$ cat config.mk
export PLATFORM = sky130hd
export DESIGN_NAME = hwm_irq_ctrl
export DESIGN_NICKNAME = d
export VERILOG_FILES = /design/src/shared/hwm_pkg.sv /design/src/hwm_pulse_timer.sv /design/src/hwm_irq_ctrl.sv
export VERILOG_INCLUDE_DIRS = /design/src /design/src/shared
export SDC_FILE = /design/constraint.sdc
export NUM_CORES = 1
export LEC_CHECK = 0
export BUFFER_PORTS_ARGS = -buffer_cell sky130_fd_sc_hd__buf_2
export CAP_MARGIN = 20
export CELL_PAD_IN_SITES_DETAIL_PLACEMENT = 1
export CELL_PAD_IN_SITES_GLOBAL_PLACEMENT = 1
export CORE_ASPECT_RATIO = 1.1
export CORE_MARGIN = 3
export CORE_UTILIZATION = 43
export CTS_CLUSTER_SIZE = 14
export DETAILED_ROUTE_END_ITERATION = 8
export GPL_TIMING_DRIVEN = 0
export PLACE_DENSITY_LB_ADDON = 0.05
export SLEW_MARGIN = 20
export SYNTH_ARGS = -nofsm -noshare
export SYNTH_HDL_FRONTEND = slang
export SYNTH_HIERARCHICAL = 1
export SYNTH_SLANG_ARGS = --single-unit
$ cat constraint.sdc
create_clock -name clk_sys -period 2.8 [get_ports clk_sys]
set_clock_uncertainty 0.2 [all_clocks]
set_input_delay 0.56 -clock clk_sys [delete_from_list [all_inputs] [get_ports clk_sys]]
set_output_delay 0.56 -clock clk_sys [all_outputs]
set_load 0.01 [all_outputs]
$ cat src/shared/hwm_irq_regs.svh
// register map, field positions, reset values and timing for the monitor control block
// assumes a 10 MHz system clock and an 8-bit port pair addressed by one select line
`ifndef HWM_IRQ_REGS_SVH
`define HWM_IRQ_REGS_SVH

// ****************************************
// register indices
// ****************************************
`define HWM_IDX_CFG 7'h40
`define HWM_IDX_STAT1 7'h41
`define HWM_IDX_STAT2 7'h42
`define HWM_IDX_SMIMASK1 7'h43
`define HWM_IDX_SMIMASK2 7'h44
`define HWM_IDX_HOSTMASK1 7'h45

// ****************************************
// reset values
// ****************************************
`define HWM_RST_CFG 8'h08
`define HWM_RST_ZERO 8'h00
`define HWM_RST_IDX 7'h00

// ****************************************
// configuration fields
// ****************************************
`define HWM_CFG_START 0
`define HWM_CFG_SMIEN 1
`define HWM_CFG_HOSTEN 2
`define HWM_CFG_GDIS 3
`define HWM_CFG_RSTPULSE 4
`define HWM_CFG_NMISEL 5
`define HWM_CFG_BYPASS 6
`define HWM_CFG_INIT 7

// ****************************************
// other fields
// ****************************************
`define HWM_MASK2_RSTPERM 7
`define HWM_ADDR_BUSY 7
`define HWM_STAT1_BOARDTEMP 5
`define HWM_STAT2_CASEOPEN 4
`define HWM_STAT2_POSTFULL 5
`define HWM_STAT2_CHAINED 6
`define HWM_STAT2_USED 8'h7f

// ****************************************
// timing
// ****************************************
`define HWM_CLK_HZ 10000000
`define HWM_RST_PULSE_MS 20
`define HWM_RST_PULSE_CYC ((`HWM_RST_PULSE_MS * `HWM_CLK_HZ + 999) / 1000)

`endif

$ cat src/shared/hwm_pkg.sv
// types shared by the monitor control block and its pulse timer
// assumes the register header for field widths
package hwm_pkg;

  // ****************************************
  // pulse timer
  // ****************************************
  typedef enum logic {HWM_TMR_IDLE, HWM_TMR_PULSE} hwm_tmr_state_t;

  typedef struct packed {
    hwm_tmr_state_t mode;
    logic [31:0] count;
    logic pulse_n;
    logic done;
  } hwm_tmr_t;

  // ****************************************
  // control block state
  // ****************************************
  typedef struct packed {
    logic [6:0] index;
    logic busy;
    logic [7:0] cfg;
    logic [7:0] stat1;
    logic [7:0] stat2;
    logic [7:0] smiMask1;
    logic [7:0] smiMask2;
    logic [7:0] hostMask1;
    logic [7:0] rdData;
    logic smiOut_n;
    logic nmiOut_n;
    logic irqOut_n;
    logic bypass_n;
    logic monitorRun;
    logic caseOpenPrev;
    logic chainedPrev;
    logic pulseGo;
    logic pulseStop;
  } hwm_state_t;

endpackage

$ cat src/hwm_pulse_timer.sv
// fixed-length active-low pulse generator
// assumes a one-cycle start and a one-cycle abort from the control block
`timescale 1ns/100ps
`include "hwm_irq_regs.svh"
module hwm_pulse_timer
  import hwm_pkg::*;
#(
  parameter int unsigned PULSE_CYC = `HWM_RST_PULSE_CYC
) (
  input wire logic clk_sys,
  input wire logic rst_n,
  input wire logic start,
  input wire logic abort,
  output logic pulse_n,
  output logic done
);

  if (PULSE_CYC < 1) begin : g_chk
    $error("pulse length must be at least one cycle");
  end

  localparam hwm_tmr_t TMR_RST = '{HWM_TMR_IDLE, 32'h0, 1'b1, 1'b0};

  hwm_tmr_t st;
  hwm_tmr_t next_st;

  // ****************************************
  // count down while the pulse is low
  // ****************************************
  always_comb begin
    next_st = st;
    next_st.done = 1'b0;
    case (st.mode)
      HWM_TMR_IDLE: begin
        if (start && !abort) begin
          next_st.mode = HWM_TMR_PULSE;
          next_st.count = 32'(PULSE_CYC - 1);
          next_st.pulse_n = 1'b0;
        end
      end
      HWM_TMR_PULSE: begin
        if (abort || st.count == 32'h0) begin
          next_st.mode = HWM_TMR_IDLE;
          next_st.pulse_n = 1'b1;
          next_st.done = 1'b1;
        end else begin
          next_st.count = st.count - 32'h1;
        end
      end
      default: begin
        next_st = TMR_RST;
      end
    endcase
  end

  always_ff @(posedge clk_sys or negedge rst_n) begin
    if (!rst_n) begin
      st <= TMR_RST;
    end else begin
      st <= next_st;
    end
  end

  assign pulse_n = st.pulse_n;
  assign done = st.done;

endmodule // hwm_pulse_timer

$ cat src/hwm_irq_ctrl.sv
// control, status and mask registers of the hardware monitor, behind an index/data port pair
// assumes host strobes and event inputs synchronous to clk_sys; alarm inputs are one-cycle pulses
`timescale 1ns/100ps
`include "hwm_irq_regs.svh"
module hwm_irq_ctrl
  import hwm_pkg::*;
#(
  parameter int unsigned PULSE_CYC = `HWM_RST_PULSE_CYC
) (
  input wire logic clk_sys,
  input wire logic rst_n,
  input wire logic portSel,
  input wire logic wrStrobe,
  input wire logic rdStrobe,
  input wire logic [7:0] wrData,
  output logic [7:0] rdData,
  input wire logic [7:0] limitAlarm,
  input wire logic [2:0] tachAlarm,
  input wire logic boardTempAlert_n,
  input wire logic caseOpenIn,
  input wire logic postBufferFull,
  input wire logic chainedIrqIn_n,
  output logic systemMgmtIrqOut_n,
  output logic nmiOut_n,
  output logic irqOut_n,
  output logic resetOut_n,
  output logic powerBypassOut_n,
  output logic monitorEnable
);

  if (PULSE_CYC < 1) begin : g_chk
    $error("reset pulse length must be at least one cycle");
  end

  localparam hwm_state_t ST_RST = '{
    index: `HWM_RST_IDX,
    busy: 1'b0,
    cfg: `HWM_RST_CFG,
    stat1: `HWM_RST_ZERO,
    stat2: `HWM_RST_ZERO,
    smiMask1: `HWM_RST_ZERO,
    smiMask2: `HWM_RST_ZERO,
    hostMask1: `HWM_RST_ZERO,
    rdData: `HWM_RST_ZERO,
    smiOut_n: 1'b1,
    nmiOut_n: 1'b1,
    irqOut_n: 1'b1,
    bypass_n: 1'b1,
    monitorRun: 1'b0,
    caseOpenPrev: 1'b0,
    chainedPrev: 1'b1,
    pulseGo: 1'b0,
    pulseStop: 1'b0
  };

  // ****************************************
  // helpers
  // ****************************************
  function automatic logic maskedAny(input logic [7:0] stat, input logic [7:0] mask);
    maskedAny = |(stat & ~mask);
  endfunction

  function automatic logic autoAdvance(input logic [6:0] idx);
    autoAdvance = (idx == `HWM_IDX_STAT1) || (idx == `HWM_IDX_SMIMASK1) ||
                  (idx == `HWM_IDX_HOSTMASK1);
  endfunction

  hwm_state_t st;
  hwm_state_t next_st;
  logic pulseDone;
  logic pulseLow_n;
  logic dataWr;
  logic dataRd;
  logic dataAcc;
  logic rdStat1;
  logic rdStat2;
  logic wrCfg;
  logic softInit;
  logic gdis;
  logic running;
  logic [7:0] set1;
  logic [7:0] set2;
  logic smiAny;
  logic hostAny;

  // ****************************************
  // port decode and event capture
  // ****************************************
  always_comb begin
    dataWr = wrStrobe && portSel;
    dataRd = rdStrobe && portSel && !wrStrobe;
    dataAcc = dataWr || dataRd;
    rdStat1 = dataRd && st.index == `HWM_IDX_STAT1;
    rdStat2 = dataRd && st.index == `HWM_IDX_STAT2;
    wrCfg = dataWr && st.index == `HWM_IDX_CFG;
    softInit = wrCfg && wrData[`HWM_CFG_INIT];
    gdis = st.cfg[`HWM_CFG_GDIS];
    running = st.cfg[`HWM_CFG_START] && !gdis;
    set1 = 8'h00;
    set2 = 8'h00;
    if (running) begin
      set1[4:0] = limitAlarm[4:0];
      set1[7:6] = tachAlarm[1:0];
      set2[2:0] = limitAlarm[7:5];
      set2[3] = tachAlarm[2];
    end
    if (!gdis) begin
      set1[`HWM_STAT1_BOARDTEMP] = !boardTempAlert_n;
      set2[`HWM_STAT2_CASEOPEN] = caseOpenIn && !st.caseOpenPrev;
      set2[`HWM_STAT2_POSTFULL] = postBufferFull;
      set2[`HWM_STAT2_CHAINED] = !chainedIrqIn_n && st.chainedPrev;
    end
    smiAny = maskedAny(st.stat1, st.smiMask1) ||
             maskedAny(st.stat2 & `HWM_STAT2_USED, st.smiMask2);
    hostAny = maskedAny(st.stat1, st.hostMask1);
  end

  // ****************************************
  // next state
  // ****************************************
  always_comb begin
    next_st = st;
    next_st.caseOpenPrev = caseOpenIn;
    next_st.chainedPrev = chainedIrqIn_n;
    next_st.pulseGo = 1'b0;
    next_st.pulseStop = 1'b0;
    // index port and busy flag
    if (wrStrobe && !portSel) begin
      next_st.index = wrData[6:0];
      next_st.busy = 1'b1;
    end else if (dataAcc) begin
      next_st.busy = 1'b0;
      if (autoAdvance(st.index)) begin
        next_st.index = st.index + 7'h1;
      end
    end
    // read data
    if (rdStrobe && !portSel) begin
      next_st.rdData = {st.busy, st.index};
    end else if (dataRd) begin
      case (st.index)
        `HWM_IDX_CFG: next_st.rdData = st.cfg;
        `HWM_IDX_STAT1: next_st.rdData = st.stat1;
        `HWM_IDX_STAT2: next_st.rdData = st.stat2;
        `HWM_IDX_SMIMASK1: next_st.rdData = st.smiMask1;
        `HWM_IDX_SMIMASK2: next_st.rdData = st.smiMask2;
        `HWM_IDX_HOSTMASK1: next_st.rdData = st.hostMask1;
        default: next_st.rdData = 8'h00;
      endcase
    end
    // sticky status, set wins over read clear
    next_st.stat1 = (st.stat1 & ~{8{rdStat1}}) | set1;
    next_st.stat2 = ((st.stat2 & ~{8{rdStat2}}) | set2) & `HWM_STAT2_USED;
    // register writes; status is read-only
    if (dataWr) begin
      case (st.index)
        `HWM_IDX_CFG: begin
          next_st.cfg = wrData;
          next_st.cfg[`HWM_CFG_INIT] = 1'b0;
          if (st.cfg[`HWM_CFG_RSTPULSE]) begin
            next_st.cfg[`HWM_CFG_RSTPULSE] = 1'b1;
          end else if (wrData[`HWM_CFG_RSTPULSE] && st.smiMask2[`HWM_MASK2_RSTPERM]) begin
            next_st.pulseGo = 1'b1;
          end else begin
            next_st.cfg[`HWM_CFG_RSTPULSE] = 1'b0;
          end
        end
        `HWM_IDX_SMIMASK1: next_st.smiMask1 = wrData;
        `HWM_IDX_SMIMASK2: next_st.smiMask2 = wrData;
        `HWM_IDX_HOSTMASK1: next_st.hostMask1 = wrData;
        default: begin
        end
      endcase
    end
    if (pulseDone) begin
      next_st.cfg[`HWM_CFG_RSTPULSE] = 1'b0;
    end
    if (softInit) begin
      next_st.cfg = ST_RST.cfg;
      next_st.stat1 = ST_RST.stat1;
      next_st.stat2 = ST_RST.stat2;
      next_st.smiMask1 = ST_RST.smiMask1;
      next_st.smiMask2 = ST_RST.smiMask2;
      next_st.hostMask1 = ST_RST.hostMask1;
      next_st.pulseGo = 1'b0;
      next_st.pulseStop = 1'b1;
    end
    // outputs; start bit is left out of the interrupt outputs on purpose and gates only monitorRun and limit/tach alarm capture
    next_st.smiOut_n = !(smiAny && st.cfg[`HWM_CFG_SMIEN] && !gdis);
    next_st.nmiOut_n = !(hostAny && st.cfg[`HWM_CFG_HOSTEN] && !gdis && st.cfg[`HWM_CFG_NMISEL]);
    next_st.irqOut_n = !(hostAny && st.cfg[`HWM_CFG_HOSTEN] && !gdis && !st.cfg[`HWM_CFG_NMISEL]);
    next_st.bypass_n = !st.cfg[`HWM_CFG_BYPASS];
    next_st.monitorRun = running;
  end

  always_ff @(posedge clk_sys or negedge rst_n) begin
    if (!rst_n) begin
      st <= ST_RST;
    end else begin
      st <= next_st;
    end
  end

  // ****************************************
  // reset pulse timer
  // ****************************************
  hwm_pulse_timer #(
    .PULSE_CYC(PULSE_CYC)
  ) i_hwm_pulse_timer (
    .clk_sys(clk_sys),
    .rst_n(rst_n),
    .start(st.pulseGo),
    .abort(st.pulseStop),
    .pulse_n(pulseLow_n),
    .done(pulseDone)
  );

  assign rdData = st.rdData;
  assign systemMgmtIrqOut_n = st.smiOut_n;
  assign nmiOut_n = st.nmiOut_n;
  assign irqOut_n = st.irqOut_n;
  assign resetOut_n = pulseLow_n;
  assign powerBypassOut_n = st.bypass_n;
  assign monitorEnable = st.monitorRun;
endmodule // hwm_irq_ctrl

==> key figures <==
Layout
  • Finished layout cell area: 6380 um^2
  • Fill cell instance count of the final layout: 1406
  • Total inserted antenna cells: 0
  • Post-route non-filler standard cell count: 777
  • Share of post-route cells with drive strength above 1: 0.201
  • Total number of nets in the final design: 651
  • Area growth from synthesis to layout: 15.3%

Floorplan
  • Die extent in x: 114 um
  • Die Footprint: 14300 um^2
  • Initial core utilization: 0.450
  • Core region area: 12300 um^2
  • Die Y-Extent: 125 um
  • Number of cell rows: 42
  • Top Ports: 42

Logic synthesis
  • Proportion of register bits with asynchronous set or reset after synthesis: 1.00
  • Post-synthesis cell type count: 69
  • Post-Syn Area per Cell: 9.97 um^2
  • Post-synthesis cell count: 555
  • Cell area after synthesis: 5530 um^2
  • Synthesized flop and latch total: 106
  • Yosys warns: 6
  • Area share of the largest cell type after synthesis: 0.448
  • Synth Net Count: 588
  • Number of enable flip-flop cells after synthesis: 0
  • Sequential cell area fraction in the yosys report: 0.481
  • Top cell type by total area after synthesis: sky130_fd_sc_hd__dfrtp_1
  • Top post-synthesis cells by area: sky130_fd_sc_hd__dfrtp_1 (45%), sky130_fd_sc_hd__mux2i_1 (5.6%), sky130_fd_sc_hd__nor2_1 (4.2%)
  • Most frequently used flop master after synthesis: sky130_fd_sc_hd__dfrtp_1

GRT
  • Maximum number of pins on one net before global-route repair: 57
  • Residual overflow from global routing: 0
  • Global-route total usage across every layer: 0.243
  • Global-route wire length before repair: 27.0 mm
  • Number of global-route vias before repair: 4942
  • Antenna violations before repair: 0

Route
  • Router iterations before antenna repair: 4
  • Number of vias after detailed routing: 4676
  • Starting DRC count in detailed routing: 277
  • Vias per cell: 6.02
  • Antenna Nets Post-Route: 0
  • Drt wl/cell: 21.6 um
  • DRC violations left: 0
  • Final wirelength: 16.8 mm

Timing
  • Time the worst path needs with I/O delays and setup: 2.74 ns
  • WHS: 0.114 ns
  • Setup slack of the critical path after layout: 0.0577 ns
  • Worst Max-Slew Pin Slew: 0.590 ns
  • Ratio of final minimum period to clock period: 0.979
  • Highest clock rate: 365 MHz
  • RSZ-0062 raised after global routing: true
  • Max Slew Vio Count: 0
  • Headroom to the max-slew limit: 0.607
  • Final number of hold-violating endpoints: 0
  • Final setup vio count: 0

Placed design
  • Number of instances in the placed design: 751
  • Pre-CTS setup slack: -0.132 ns
  • Dpl cell area: 5970 um^2
  • DP HPWL: 12.2 mm
  • Final weighted congestion in routability-driven placement: 0.879
  • Number of buffers inserted by port buffering: 41

Worst setup path
  • Peak fanout along the critical path: 10
  • Startpoint of the most critical register-to-register path: i_hwm_pulse_timer/st[25]
  • Beginning of the critical path: i_hwm_pulse_timer/st[25]
  • Endpoint arrival time on the critical path: 2.77 ns
  • Data required time at the worst endpoint: 2.83 ns
  • Type of the setup path with the least slack: register to register
  • Nature of the critical path startpoint: register
  • Category of the worst setup path capture point: register

Power and ir drop
  • Highest ir drop seen on vdd: 0.280 mV
  • Total power of the final layout: 0.00368 W
  • Power density over cell area: 576 nW/um^2
  • Static leakage: 2.98 nW

Clock tree
  • Clock buffer count from CTS: 9
  • Clock latency reported for the late side of the worst-skew pair: 0.35 ns
  • Buffer type at the clock tree root: sky130_fd_sc_hd__clkbuf_16
  • Clock tree from TritonCTS: done
  • Buffer depth of the longest clock path: 2
  • Clock transition at the registers of the reported paths: 0.07 ns
  • Number of H-tree branching levels: 3
  • Clk sinks: 106

Hold path
  • Class of the worst hold path: input pin to register
  • Beginning of the worst hold path: chainedIrqIn_n

Status
  • Run status: completed

Flow run
  • Maximum capacitance violations: 0
## worst max-delay path, stage by stage (launching register included)
cell and delay (ns):
sky130_fd_sc_hd__dfrtp_1 0.41, sky130_fd_sc_hd__or4_4 0.56, sky130_fd_sc_hd__or4_1 0.55, sky130_fd_sc_hd__buf_6 0.18, sky130_fd_sc_hd__o31ai_4 0.26, sky130_fd_sc_hd__nor3_1 0.09, sky130_fd_sc_hd__or3b_1 0.36
## repair_timing
item / in CTS / in global routing
pin swaps: 1 / 3
hold buffers: 1 / 0
hold endpoints to repair: 47 / 0
setup buffers: 3 / 6
resized for setup: 4 / 9
endpoints found under the setup margin: 10 / 23
## cell usage in the layout, fill, tap and decap left out, types with 6 or more instances in the layout
| cell type | instances |
|---|---|
| sky130_fd_sc_hd__inv_1 | 27 |
| sky130_fd_sc_hd__o22ai_1 | 22 |
| sky130_fd_sc_hd__a31oi_1 | 10 |
| sky130_fd_sc_hd__or4_1 | 7 |
| sky130_fd_sc_hd__or2_2 | 6 |
| sky130_fd_sc_hd__dfrtp_1 | 98 |
| sky130_fd_sc_hd__or3_1 | 9 |
| sky130_fd_sc_hd__a21oi_1 | 11 |
| sky130_fd_sc_hd__clkbuf_16 | 9 |
| sky130_fd_sc_hd__dfstp_2 | 7 |
| sky130_fd_sc_hd__mux2i_1 | 31 |
| sky130_fd_sc_hd__nor2_1 | 61 |
| sky130_fd_sc_hd__buf_4 | 17 |
| sky130_fd_sc_hd__a221oi_1 | 8 |
| sky130_fd_sc_hd__nand2b_1 | 8 |
| sky130_fd_sc_hd__nor4_1 | 9 |
| sky130_fd_sc_hd__a22oi_1 | 14 |
| sky130_fd_sc_hd__buf_2 | 45 |
| sky130_fd_sc_hd__o21ai_0 | 25 |
| sky130_fd_sc_hd__nand2_1 | 43 |
| sky130_fd_sc_hd__clkbuf_1 | 16 |
| sky130_fd_sc_hd__nand3_1 | 13 |
| sky130_fd_sc_hd__nor3_1 | 10 |
| sky130_fd_sc_hd__mux2_2 | 8 |
## cells in the mapped netlist, drive strengths merged (2+ instances only)
library cell   n
a22oi         14
nor3          13
and2           3
o22ai         22
dfstp          7
nand3b         5
or3            9
o311ai         4
o41ai          3
o31ai          7
mux2i         31
nand2b         8
dfrtp         99
nand4          4
nor3b          2
or2            6
nor2          62
or4            9
o211ai         5
mux2           8
a222oi         2
buf           19
o2111ai        2
o21ai         25
clkbuf        15
nand4b         4
nand3         14
or3b           2
inv           27
a31oi         10
xor2           5
a2bb2oi        2
nor2b          5
and3           2
nand2         43
a221oi         9
ha             5
nor4          11
nor4b          3
a22o           5
a21oi         11
## sequential cells by signal, indices dropped and copies added (netlist names)
name and flops:
gdis 1, rdData 8, systemMgmtIrqOut_n 1, irqOut_n 1, monitorEnable 1, powerBypassOut_n 1, nmiOut_n 1, i_hwm_pulse_timer/done 1
i_hwm_pulse_timer/pulse_n 1, st 57, i_hwm_pulse_timer/st 33
## final timing paths
kind,slack [ns],to,cells after the start
max reg2reg,0.06,i_hwm_pulse_timer/st[19],6
max in group asynchronous,1.17,gdis,3
max,0.06,i_hwm_pulse_timer/st[19],6
min reg2reg,0.20,powerBypassOut_n,1
min in group asynchronous,0.52,i_hwm_pulse_timer/st[12],2
min,0.11,st[2],1
## routing by layer
metal	track usage	up-vias	wire length [um]
met5	0	-	0
met4	0.111	0	509
met3	0.0329	33	401
met2	0.427	86	8740
met1	0.293	2385	7110
li1	-	2172	-
## cell families (layout without fill, tap and decap cells)
| kind of cell | count (synthesis) | count (layout) | share of synthesized area |
|---|---|---|---|
| adder cells (fa/ha/maj) | 5 | 5 | 0.0113 |
| flip-flops | 106 | 106 | 0.481 |
| XOR/XNOR | 5 | 5 | 0.00791 |
| AND/OR/NAND/NOR | 207 | 207 | 0.206 |
| AO/OA/AOI/OAI | 132 | 132 | 0.171 |
| buffers and inverters | 61 | 129 | 0.0509 |
| multiplexers | 39 | 39 | 0.0724 |
## through the flow
step	utilization	TNS [ns]
final	0.519	0
after global routing	0.519	-0.0925
after CTS	0.512	-0.00401
after detailed placement	0.485	-0.276
after global placement	0.482	-30.70
after floorplan	-	0
## where the power goes
part | internal, W | total, W | leakage (nW) | switching, W
clock network | 0.000624 | 0.00121 | 0.131 | 0.000585
registers | 0.00169 | 0.00183 | 1.30 | 0.000138
logic | 0.000264 | 0.000644 | 1.54 | 0.000381
## final cells by class
class                      instances  area (um^2)  share of cell area
buffer                            34          186              0.0292
clock buffer                      11          243              0.0380
clock inverter                     5         30.0             0.00470
inverter                          27          101              0.0159
multi-input combinational        388         2650               0.415
sequential                       106         2660               0.417
tap                              154          193              0.0302
timing repair buffer              52          317              0.0496
Note: power is estimated with default switching activity, not from simulation.
